File: config.mk
export PLATFORM = sky130hd
export DESIGN_NAME = adc_power_mode_control
export DESIGN_NICKNAME = d
export VERILOG_FILES = /design/src/rtl/adc_ctrl_pkg.sv /design/src/rtl/tad_clock_gen.sv /design/src/rtl/tad_counter.sv /design/src/rtl/adc_power_mode_control.sv
export VERILOG_INCLUDE_DIRS = /design/src /design/src/rtl
export SDC_FILE = /design/constraint.sdc
export NUM_CORES = 1
export LEC_CHECK = 0
export ABC_AREA = 1
export BUFFER_PORTS_ARGS = -buffer_cell sky130_fd_sc_hd__buf_2
export CORE_MARGIN = 4
export CORE_UTILIZATION = 30
export CTS_BUF_LIST = sky130_fd_sc_hd__clkbuf_4 sky130_fd_sc_hd__clkbuf_8
export DETAILED_ROUTE_END_ITERATION = 16
export GPL_ROUTABILITY_DRIVEN = 0
export RECOVER_POWER = 50
export SKIP_CTS_REPAIR_TIMING = 1
export SYNTH_ARGS = -nofsm -noshare
export SYNTH_HDL_FRONTEND = slang
export SYNTH_SLANG_ARGS = --single-unit
File: constraint.sdc
create_clock -name sys_clk_i -period 4.75 [get_ports sys_clk_i]
set_clock_uncertainty 0.15 [all_clocks]
set_input_delay 0.2375 -clock sys_clk_i [delete_from_list [all_inputs] [get_ports sys_clk_i]]
set_output_delay 0.2375 -clock sys_clk_i [all_outputs]
set_load 0.01 [all_outputs]
File: src/rtl/adc_ctrl_cfg.svh
// Constants for the converter control block: offsets, field positions, resets, timing.
// Assumes inclusion by bare name from the design modules, the checker and the bench.
`ifndef ADC_CTRL_CFG_SVH
`define ADC_CTRL_CFG_SVH
`define ADDR_W               4
`define OFF_RESULT_HIGH      4'h0
`define OFF_RESULT_LOW       4'h1
`define OFF_CONTROL_A        4'h2
`define OFF_CONTROL_B        4'h3
`define OFF_WATCHDOG_CTRL    4'h4
`define OFF_OSC_CTRL         4'h5
`define OFF_IRQ_STATUS       4'h6
`define OFF_IRQ_MASK         4'h7
`define SHARED_SEL_BIT       4
`define IDLE_ON_SLEEP_BIT    7
`define SYS_CLK_SRC_LSB      0
`define CA_ON_BIT            0
`define CA_GO_BIT            1
`define CB_CAL_BIT           6
`define CB_JUSTIFY_BIT       7
`define RESET_BYTE           8'h00
`define RESET_PORT_CFG       8'h00
`define CONV_TAD             11
`define POST_WAIT_TAD        2
`define CLOCK_MHZ            100
`define RC_TAD_NS            4000
`define RC_TAD_CYCLES        ((`RC_TAD_NS * `CLOCK_MHZ) / 1000)
`define IRQ_DONE_BIT         0
`define IRQ_W                1
`endif

File: src/rtl/adc_ctrl_pkg.sv
// Types for the converter control block.
// Assumes the constants header sits beside it.
package adc_ctrl_pkg;
   typedef enum logic [2:0] {
      ST_IDLE,
      ST_DELAY,
      ST_ACQUIRE,
      ST_CONVERT,
      ST_WAIT
   } conv_state_t;
endpackage : adc_ctrl_pkg

File: src/rtl/tad_clock_gen.sv
// Conversion clock tick generator: oscillator divisor or internal RC source.
// Assumes the oscillator tick and RC enable arrive on the system clock.
`timescale 1ns/100ps
`include "adc_ctrl_cfg.svh"
module tad_clock_gen #(
   parameter int RC_CYCLES = `RC_TAD_CYCLES
) (
   input  wire logic       sys_clk_i,
   input  wire logic       reset_i,
   input  wire logic       run_i,
   input  wire logic       osc_tick_i,
   input  wire logic [2:0] conv_clk_sel_i,
   output logic            tad_tick_o
);
   logic [6:0]  div_cnt;
   logic [15:0] rc_cnt;
   logic [6:0]  divisor;

   // Low two bits pick the power of four, bit 2 doubles it; x11 is the RC source.
   always_comb begin
      divisor = 7'd2 << {conv_clk_sel_i[1:0], conv_clk_sel_i[2]};
   end

   always_ff @(posedge sys_clk_i) begin
      if (reset_i || !run_i) begin
         div_cnt    <= 7'h00;
         rc_cnt     <= 16'h0000;
         tad_tick_o <= 1'b0;
      end else if (conv_clk_sel_i[1:0] == 2'b11) begin
         // The RC source keeps running while the oscillator is stopped in sleep.
         tad_tick_o <= (rc_cnt == 16'(RC_CYCLES - 1));
         rc_cnt     <= (rc_cnt == 16'(RC_CYCLES - 1)) ? 16'h0000 : rc_cnt + 16'h0001;
      end else begin
         tad_tick_o <= 1'b0;
         if (osc_tick_i) begin
            if (div_cnt == divisor - 7'd1) begin
               div_cnt    <= 7'h00;
               tad_tick_o <= 1'b1;
            end else begin
               div_cnt <= div_cnt + 7'd1;
            end
         end
      end
   end
endmodule : tad_clock_gen

File: src/rtl/tad_counter.sv
// Counts conversion clock ticks down from a load value and flags the last one.
// Assumes ticks are one-cycle pulses on the system clock.
`timescale 1ns/100ps
module tad_counter (
   input  wire logic       sys_clk_i,
   input  wire logic       reset_i,
   input  wire logic       load_i,
   input  wire logic [4:0] load_val_i,
   input  wire logic       tick_i,
   output logic            expire_o
);
   logic [4:0] remaining;

   always_ff @(posedge sys_clk_i) begin
      if (reset_i) begin
         remaining <= 5'h00;
         expire_o  <= 1'b0;
      end else if (load_i) begin
         remaining <= load_val_i;
         expire_o  <= 1'b0;
      end else begin
         expire_o <= tick_i && (remaining == 5'd1);
         if (tick_i && remaining != 5'd0) begin
            remaining <= remaining - 5'd1;
         end
      end
   end
endmodule : tad_counter

File: src/rtl/adc_power_mode_control.sv
// Converter control: register file with shared-address overlay, conversion sequencer,
// calibration, result registers and conversion-done interrupt.
// Assumes a synchronous register port, an oscillator tick and an analog sample bus.
//
// Chosen here: the plain strobed port and the address map.
`timescale 1ns/100ps
`include "adc_ctrl_cfg.svh"
import adc_ctrl_pkg::*;

module adc_power_mode_control #(
   parameter int ADDR_W      = `ADDR_W,
   parameter int INSTR_CYCLES = 4
) (
   input  wire logic              sys_clk_i,
   input  wire logic              reset_i,
   input  wire logic [ADDR_W-1:0] reg_addr_i,
   input  wire logic [7:0]        reg_wdata_i,
   input  wire logic              reg_write_i,
   input  wire logic              reg_read_i,
   input  wire logic              osc_tick_i,
   input  wire logic              sleeping_i,
   input  wire logic [9:0]        sample_data_i,
   output logic [7:0]             reg_rdata_o,
   output logic [3:0]             channel_sel_o,
   output logic                   sampling_o,
   output logic [15:0]            analog_en_o,
   output logic                   irq_o
);
   logic [7:0]  result_high_byte;
   logic [7:0]  result_low_byte;
   logic [7:0]  converter_control_a;
   logic [7:0]  converter_control_b;
   logic [7:0]  analog_port_config_low;
   logic [7:0]  analog_port_config_high;
   logic [7:0]  watchdog_control_reg;
   logic [7:0]  oscillator_control_reg;
   logic [7:0]  irq_status;
   logic [7:0]  irq_mask;
   logic [9:0]  offset_trim;
   logic [7:0]  delay_cnt;
   conv_state_t state;
   logic        shared_reg_select;
   logic        converter_on;
   logic        go_flag;
   logic        offset_cal_request;
   logic [2:0]  acq_time_sel;
   logic [2:0]  conv_clk_sel;
   logic        result_justify;
   logic        tad_tick;
   logic        tad_expire;
   logic        cnt_load;
   logic [4:0]  cnt_val;
   logic        conv_done;
   logic        cal_run;
   logic [9:0]  corrected;
   logic [9:0]  raw_sample;
   logic        wr_a;
   logic        wr_b;
   logic        wr_analog_port_config_low;
   logic        wr_analog_port_config_high;

   assign shared_reg_select  = watchdog_control_reg[`SHARED_SEL_BIT];
   assign converter_on       = converter_control_a[`CA_ON_BIT];
   assign go_flag            = converter_control_a[`CA_GO_BIT];
   assign offset_cal_request = converter_control_b[`CB_CAL_BIT];
   assign result_justify     = converter_control_b[`CB_JUSTIFY_BIT];
   assign acq_time_sel       = converter_control_b[5:3];
   assign conv_clk_sel       = converter_control_b[2:0];

   // Acquisition field: 000 is none, otherwise 2, 4, 6, 8, 12, 16, 20 periods.
   function automatic logic [4:0] acq_periods(input logic [2:0] sel);
      unique case (sel)
         3'b000: acq_periods = 5'd0;
         3'b001: acq_periods = 5'd2;
         3'b010: acq_periods = 5'd4;
         3'b011: acq_periods = 5'd6;
         3'b100: acq_periods = 5'd8;
         3'b101: acq_periods = 5'd12;
         3'b110: acq_periods = 5'd16;
         3'b111: acq_periods = 5'd20;
      endcase
   endfunction : acq_periods

   function automatic logic shared_hit(input logic [ADDR_W-1:0] a);
      shared_hit = (a == `OFF_CONTROL_A) || (a == `OFF_CONTROL_B);
   endfunction : shared_hit

   // Only the register visible under the select bit takes a write.
   assign wr_a      = reg_write_i && reg_addr_i == `OFF_CONTROL_A && !shared_reg_select;
   assign wr_b      = reg_write_i && reg_addr_i == `OFF_CONTROL_B && !shared_reg_select;
   assign wr_analog_port_config_low = reg_write_i && reg_addr_i == `OFF_CONTROL_A && shared_reg_select;
   assign wr_analog_port_config_high = reg_write_i && reg_addr_i == `OFF_CONTROL_B && shared_reg_select;

   tad_clock_gen u_tad_clock_gen (
      .sys_clk_i      (sys_clk_i),
      .reset_i        (reset_i),
      .run_i          (state != ST_IDLE),
      .osc_tick_i     (osc_tick_i && !sleeping_i),
      .conv_clk_sel_i (conv_clk_sel),
      .tad_tick_o     (tad_tick)
   );

   tad_counter u_tad_counter (
      .sys_clk_i  (sys_clk_i),
      .reset_i    (reset_i),
      .load_i     (cnt_load),
      .load_val_i (cnt_val),
      .tick_i     (tad_tick),
      .expire_o   (tad_expire)
   );

   assign cnt_load  = (state == ST_IDLE) || (state == ST_DELAY) || conv_done ||
                      (state == ST_ACQUIRE && tad_expire);
   // The delay state must preload the conversion length, or a zero acquisition never ends.
   assign cnt_val   = (state == ST_ACQUIRE || state == ST_DELAY) ? 5'(`CONV_TAD) :
                      (state == ST_CONVERT) ? 5'(`POST_WAIT_TAD) : acq_periods(acq_time_sel);
   assign conv_done = (state == ST_CONVERT) && tad_expire;

   // Sequencer. Idle and sleep entry do not reset it; in sleep a running conversion finishes only on the RC source.
   always_ff @(posedge sys_clk_i) begin
      if (reset_i) begin
         state     <= ST_IDLE;
         delay_cnt <= 8'h00;
         cal_run   <= 1'b0;
      end else if (!converter_on || !go_flag) begin
         // Clearing go aborts; the result registers keep the last completed value.
         if (state == ST_IDLE) begin
            cal_run <= 1'b0;
         end
         state <= (state == ST_CONVERT || state == ST_ACQUIRE) ? ST_WAIT :
                  (state == ST_WAIT && tad_expire) ? ST_IDLE :
                  (state == ST_WAIT) ? ST_WAIT : ST_IDLE;
      end else begin
         unique case (state)
            ST_IDLE: begin
               cal_run <= offset_cal_request;
               if (acq_time_sel == 3'b000) begin
                  state     <= ST_DELAY;
                  delay_cnt <= 8'(INSTR_CYCLES - 1);
               end else begin
                  state <= ST_ACQUIRE;
               end
            end
            ST_DELAY: begin
               if (delay_cnt == 8'h00) begin
                  state <= ST_CONVERT;
               end else begin
                  delay_cnt <= delay_cnt - 8'h01;
               end
            end
            ST_ACQUIRE: begin
               if (tad_expire) begin
                  state <= ST_CONVERT;
               end
            end
            ST_CONVERT: begin
               if (conv_done) begin
                  state <= ST_WAIT;
               end
            end
            ST_WAIT: begin
               if (tad_expire) begin
                  state <= ST_IDLE;
               end
            end
         endcase
      end
   end

   // A zero-length acquisition loads no periods, so the delay state waits INSTR_CYCLES clocks, then enters convert.
   assign raw_sample = cal_run ? 10'h000 : sample_data_i;
   assign corrected  = raw_sample - offset_trim;

   always_ff @(posedge sys_clk_i) begin
      if (reset_i) begin
         offset_trim <= 10'h000;
      end else if (conv_done && cal_run) begin
         offset_trim <= sample_data_i;
      end
   end

   always_ff @(posedge sys_clk_i) begin
      if (reset_i) begin
         converter_control_a <= `RESET_BYTE;
      end else if (conv_done) begin
         converter_control_a <= converter_control_a & ~(8'h01 << `CA_GO_BIT);
      end else if (wr_a) begin
         converter_control_a <= reg_wdata_i;
      end
   end

   always_ff @(posedge sys_clk_i) begin
      if (reset_i) begin
         converter_control_b  <= `RESET_BYTE;
         analog_port_config_low  <= `RESET_PORT_CFG;
         analog_port_config_high <= `RESET_PORT_CFG;
         watchdog_control_reg    <= `RESET_BYTE;
         oscillator_control_reg  <= `RESET_BYTE;
         irq_mask                <= `RESET_BYTE;
      end else if (reg_write_i) begin
         if (wr_b) begin
            converter_control_b <= reg_wdata_i;
         end
         if (wr_analog_port_config_low) begin
            analog_port_config_low <= reg_wdata_i & 8'h9f;
         end
         if (wr_analog_port_config_high) begin
            analog_port_config_high <= reg_wdata_i & 8'hfc;
         end
         if (reg_addr_i == `OFF_WATCHDOG_CTRL) begin
            watchdog_control_reg <= reg_wdata_i;
         end
         if (reg_addr_i == `OFF_OSC_CTRL) begin
            oscillator_control_reg <= reg_wdata_i;
         end
         if (reg_addr_i == `OFF_IRQ_MASK) begin
            irq_mask <= reg_wdata_i & 8'h01;
         end
      end
   end

   // Software writes take effect, but a completing conversion other than calibration overrides them.
   always_ff @(posedge sys_clk_i) begin
      if (reset_i) begin
         result_high_byte <= `RESET_BYTE;
         result_low_byte  <= `RESET_BYTE;
      end else if (conv_done && !cal_run) begin
         if (result_justify) begin
            result_high_byte <= {6'h00, corrected[9:8]};
            result_low_byte  <= corrected[7:0];
         end else begin
            result_high_byte <= corrected[9:2];
            result_low_byte  <= {corrected[1:0], 6'h00};
         end
      end else if (reg_write_i) begin
         if (reg_addr_i == `OFF_RESULT_HIGH) begin
            result_high_byte <= reg_wdata_i;
         end
         if (reg_addr_i == `OFF_RESULT_LOW) begin
            result_low_byte <= reg_wdata_i;
         end
      end
   end

   // The set beats a simultaneous write-one clear.
   always_ff @(posedge sys_clk_i) begin
      if (reset_i) begin
         irq_status <= `RESET_BYTE;
      end else begin
         irq_status[`IRQ_DONE_BIT] <= conv_done || (irq_status[`IRQ_DONE_BIT] &&
            !(reg_write_i && reg_addr_i == `OFF_IRQ_STATUS && reg_wdata_i[`IRQ_DONE_BIT]));
      end
   end

   always_ff @(posedge sys_clk_i) begin
      if (reset_i) begin
         irq_o <= 1'b0;
      end else begin
         irq_o <= |(irq_status & irq_mask);
      end
   end

   always_ff @(posedge sys_clk_i) begin
      if (reset_i) begin
         reg_rdata_o <= 8'h00;
      end else if (reg_read_i) begin
         if (shared_hit(reg_addr_i) && shared_reg_select) begin
            reg_rdata_o <= (reg_addr_i == `OFF_CONTROL_A) ? analog_port_config_low :
                           analog_port_config_high;
         end else begin
            unique case (reg_addr_i)
               `OFF_RESULT_HIGH:   reg_rdata_o <= result_high_byte;
               `OFF_RESULT_LOW:    reg_rdata_o <= result_low_byte;
               `OFF_CONTROL_A:     reg_rdata_o <= converter_control_a;
               `OFF_CONTROL_B:     reg_rdata_o <= converter_control_b;
               `OFF_WATCHDOG_CTRL: reg_rdata_o <= watchdog_control_reg;
               `OFF_OSC_CTRL:      reg_rdata_o <= oscillator_control_reg;
               `OFF_IRQ_STATUS:    reg_rdata_o <= irq_status;
               `OFF_IRQ_MASK:      reg_rdata_o <= irq_mask;
               default:            reg_rdata_o <= 8'h00;
            endcase
         end
      end else begin
         reg_rdata_o <= 8'h00;
      end
   end

   always_ff @(posedge sys_clk_i) begin
      if (reset_i) begin
         channel_sel_o <= 4'h0;
         sampling_o    <= 1'b0;
         analog_en_o   <= 16'h0000;
      end else begin
         channel_sel_o <= converter_control_a[5:2];
         // Sampling resumes in idle; a calibration dummy samples nothing.
         sampling_o    <= converter_on && !cal_run &&
                          (state == ST_IDLE || state == ST_ACQUIRE || state == ST_DELAY);
         analog_en_o   <= ~{analog_port_config_high, analog_port_config_low} & 16'hfc9f;
      end
   end
endmodule : adc_power_mode_control

==> run summary <==
STA
--------------------------------------------------------------------------------------
Max Transition Viols Final                                                          77
Setup slack after layout                                                       1.82 ns
Unrepaired setup endpoints after global routing                                  false
Period utilisation layout                                                        0.616
Fin Hold WS                                                                 -0.0135 ns
Period minus WS final                                                          2.93 ns
Final TNS setup                                                                   0 ns
Final Hold Fails                                                                     1
Relative max-transition margin                                                 -0.0580
# setup viols final                                                                  0
Max Clock Freq                                                                 342 MHz
Worst Tran Pin Value                                                           1.59 ns

SETUP PATH
--------------------------------------------------------------------------------------
Cell Chain, Critical Path                                                 clkbuf_1, clkinv_1, clkbuf_1, nand2_1, a21oi_1
RR Startpoint                                                                  cal_run
Crit path max-delay cell type                                             sky130_fd_sc_hd__clkbuf_1
Slowest stage delay, CP                                                        1.17 ns
Reg-to-reg critical path endpoint                                         result_high_byte[2]
CP startpoint kind                                                          input port
Delay-heaviest family, CP                                                 buffers and inverters
Cell with the most instances on the worst path                            sky130_fd_sc_hd__clkbuf_1
Worst Path Class, Setup                                                   input port to flop
Critical path buffer and inverter count                                              3
Depth of the worst register-to-register path                                        10
Required time of the critical path                                             4.95 ns
Crit path max fanout                                                                41
WP depth                                                                             5
Worst Path Arrival                                                             3.12 ns
Flop2flop setup slack                                                          2.34 ns
Sort of element at the end of the critical path                                   flop

GRT
--------------------------------------------------------------------------------------
Wire length of the first global-routing pass                                  31500 µm
Total overflow reported by the global router                                         0
Vias in the first global route                                                    6309
Number of antenna violations at the first check in global routing                    0
GRT Util Overall                                                                 0.148
Largest net degree at the start of global routing                                   42

CLOCK TREE
--------------------------------------------------------------------------------------
Buffer levels on the longest clock path                                              2
Clock tree sinks                                                                   144
Clock tree from TritonCTS                                                          yes
Latest clock arrival within the worst-skew pair                                0.45 ns
H-tree levels                                                                        4
CTS buffer count                                                                    17
Master cell of the clock root buffer                                      sky130_fd_sc_hd__clkbuf_8
Clock slew at the register clock pins of the worst setup and hold paths        0.08 ns

LAYOUT
--------------------------------------------------------------------------------------
Post-layout net count                                                             1137
Number of fill cells in the layout                                                2575
Regs by FF count                                                          u_tad_clock_gen.rc_cnt (16), analog_en_o (12), offset_trim (10)
Post-layout instance area                                                  0.00812 mm²
Ant diodes                                                                           0
Signed area change from the synthesized netlist to the final layout              13.2%
Fraction of layout instances using a drive strength above 1                     0.0833
Number of flip-flops under the largest register name                                16
Top reg by flops                                                          u_tad_clock_gen.rc_cnt

DRT
--------------------------------------------------------------------------------------
Total via count after detailed routing                                            6592
First-iteration detailed-routing DRC count                                         384
Met1 wire length                                                               9410 µm
Total met2 wirelength after detailed routing                                   8600 µm
Detailed-route DRC error count                                                       0
Number of routed nets with antenna violations                                        0
Number of iterations in the first detailed-routing pass                              6
Post-DR vias/cell                                                                 4.63
Metal3 WL                                                                       668 µm
Overall routed net length                                                     19200 µm
Top sig layer                                                                     met4
Routed wire length per instance                                                13.5 µm

STATUS
--------------------------------------------------------------------------------------
Outcome                                                                   finished with violations
Failing checks                                                            negative hold slack, max-capacitance violations, max-slew violations

LOGIC SYNTHESIS
--------------------------------------------------------------------------------------
Post-synthesis cell type count                                                      41
Count of flip-flops with a built-in enable after synthesis                           0
YS warnings                                                                          0
Synthesized instance count                                                        1035
Synth top area share                                                             0.402
Part of the Yosys area used for sequential elements                              0.402
Top cells by instance count after synthesis                               sky130_fd_sc_hd__nand2_1 (195), sky130_fd_sc_hd__dfxtp_1 (144), sky130_fd_sc_hd__inv_1 (134)
Register bit count reported by yosys                                               144
Mapped Area                                                                0.00717 mm²
Cell with the most instances after synthesis                              sky130_fd_sc_hd__nand2_1
Synthesized area per cell                                                     6.93 µm²
Biggest area consumer among synthesized cells                             sky130_fd_sc_hd__dfxtp_1
Share of async-settable or async-resettable flops after synthesis                    0
Leading register cell type out of synthesis                               sky130_fd_sc_hd__dfxtp_1
Top cells by area, synth                                                  sky130_fd_sc_hd__dfxtp_1 (40%), sky130_fd_sc_hd__nand2_1 (10%), sky130_fd_sc_hd__o21ai_0 (7.5%)

FLOORPLAN
--------------------------------------------------------------------------------------
Boundary Pins                                                                       58
DIE WIDTH                                                                       163 µm
Floorplan core area                                                         0.0235 mm²
Die footprint                                                               0.0265 mm²
Number of core rows                                                                 56
Die Y-Extent                                                                    163 µm
Effective utilization at floorplan                                               0.306

PLACED DESIGN
--------------------------------------------------------------------------------------
Cell Area, Placed                                                          0.00771 mm²
Number of input and output port buffers inserted                                    53
Dpl hpwl                                                                      14200 µm
Setup Slack @ Placement                                                        2.27 ns

RUN
--------------------------------------------------------------------------------------
Maxcap violations                                                                    2

PWR
--------------------------------------------------------------------------------------
Leak Pwr                                                                       3.25 nW
Max IR drop VDD                                                               0.158 mV
Post-route total power                                                         2.32 mW
Pwr per Cell Area                                                           285 mW/mm²

WORST HOLD PATH
--------------------------------------------------------------------------------------
Worst min-delay path endpoint                                             offset_trim[9]
Worst hold path cell count                                                           3
Classification of the worst-slack hold path                               input port to flop
Hold path start                                                           sample_data_i[9]

## final cells by class
cell class / instances / area, µm² / share of cell area
Clock buffer: 22 / 284 / 0.0350
Clock inverter: 9 / 83.8 / 0.0103
Inverter: 144 / 546 / 0.0671
Multi-Input combinational cell: 719 / 3580 / 0.441
Sequential cell: 144 / 2880 / 0.355
Tap cell: 319 / 399 / 0.0491
Timing Repair Buffer: 66 / 349 / 0.0430
## routing by layer
metal / global-route usage / vias up
met1: 0.194 / 2965
met2: 0.239 / 127
met4: 0.0629 / 0
met3: 0.0273 / 33
li1: - / 3467
met5: 0 / -
## worst max-delay path by stage
stage | from | slack, ns | end
6_report | reset_i | 1.82 | reg_rdata_o[1]
5_1_grt | reset_i | 1.63 | reg_rdata_o[1]
4_1_cts | cal_run | 2.33 | result_high_byte[2]
3_5_place_dp | reg_addr_i[3] | 2.27 | analog_port_config_low[2]
3_3_place_gp | reg_addr_i[3] | 2.28 | analog_port_config_low[1]
2_1_floorplan | cal_run | 2.84 | result_low_byte[7]
## where the power goes
part	leakage [nW]	switching, mW	internal (mW)
registers	1.17	0.00800	1.22
clock network	0.193	0.472	0.455
logic	1.89	0.110	0.0516
## worst register-to-register path, stage by stage (launching register included)
cell                      delay, ns
sky130_fd_sc_hd__dfxtp_1       0.57
sky130_fd_sc_hd__inv_1         0.22
sky130_fd_sc_hd__nand2_1       0.11
sky130_fd_sc_hd__ha_1          0.13
sky130_fd_sc_hd__inv_1         0.07
sky130_fd_sc_hd__fa_1          0.42
sky130_fd_sc_hd__nand3_1       0.12
sky130_fd_sc_hd__nand2_1       0.08
sky130_fd_sc_hd__xor2_1        0.24
sky130_fd_sc_hd__nand2_1       0.09
sky130_fd_sc_hd__a31oi_1       0.15
## kinds of logic (layout without fill, tap and decap cells)
family | count (synthesis) | in the layout | synth area share
simple gates | 455 | 455 | 0.285
buf+inv | 175 | 241 | 0.0980
fa+ha+maj | 17 | 17 | 0.0307
flops | 144 | 144 | 0.402
compound gates | 225 | 225 | 0.162
other cells | 1 | 4 | 0.000523
xor+xnor | 18 | 18 | 0.0220
## stage by stage
stage | std cells | util
after floorplan | 1038 | -
after global placement | 1381 | 0.328
after detailed placement | 1381 | 0.328
after CTS | 1412 | 0.344
after global routing | 1423 | 0.346
final | 1423 | 0.346
## cells in the final DEF, fill, tap and decap left out, types with 3 or more instances in the layout
cell                              n
sky130_fd_sc_hd__nor2_1         118
sky130_fd_sc_hd__clkbuf_8        19
sky130_fd_sc_hd__o21ai_0        107
sky130_fd_sc_hd__inv_2            8
sky130_fd_sc_hd__conb_1           4
sky130_fd_sc_hd__nand2_2          5
sky130_fd_sc_hd__clkbuf_4         3
sky130_fd_sc_hd__a31oi_1          7
sky130_fd_sc_hd__xor2_1          17
sky130_fd_sc_hd__o21ai_1          5
sky130_fd_sc_hd__o211ai_1         4
sky130_fd_sc_hd__dfxtp_1        144
sky130_fd_sc_hd__nor3_1          17
sky130_fd_sc_hd__nand3_1         81
sky130_fd_sc_hd__nor2_4           5
sky130_fd_sc_hd__o22ai_1          4
sky130_fd_sc_hd__buf_2           26
sky130_fd_sc_hd__clkinv_2         4
sky130_fd_sc_hd__nand4_1         13
sky130_fd_sc_hd__nand3b_1         3
sky130_fd_sc_hd__dlygate4sd3_1   11
sky130_fd_sc_hd__clkbuf_1        29
sky130_fd_sc_hd__or2_2            4
sky130_fd_sc_hd__nand2_1        195
sky130_fd_sc_hd__nor2_2           3
sky130_fd_sc_hd__a21oi_1         94
sky130_fd_sc_hd__inv_1          134
sky130_fd_sc_hd__ha_1            16
Power figures use the tool's default switching activity.
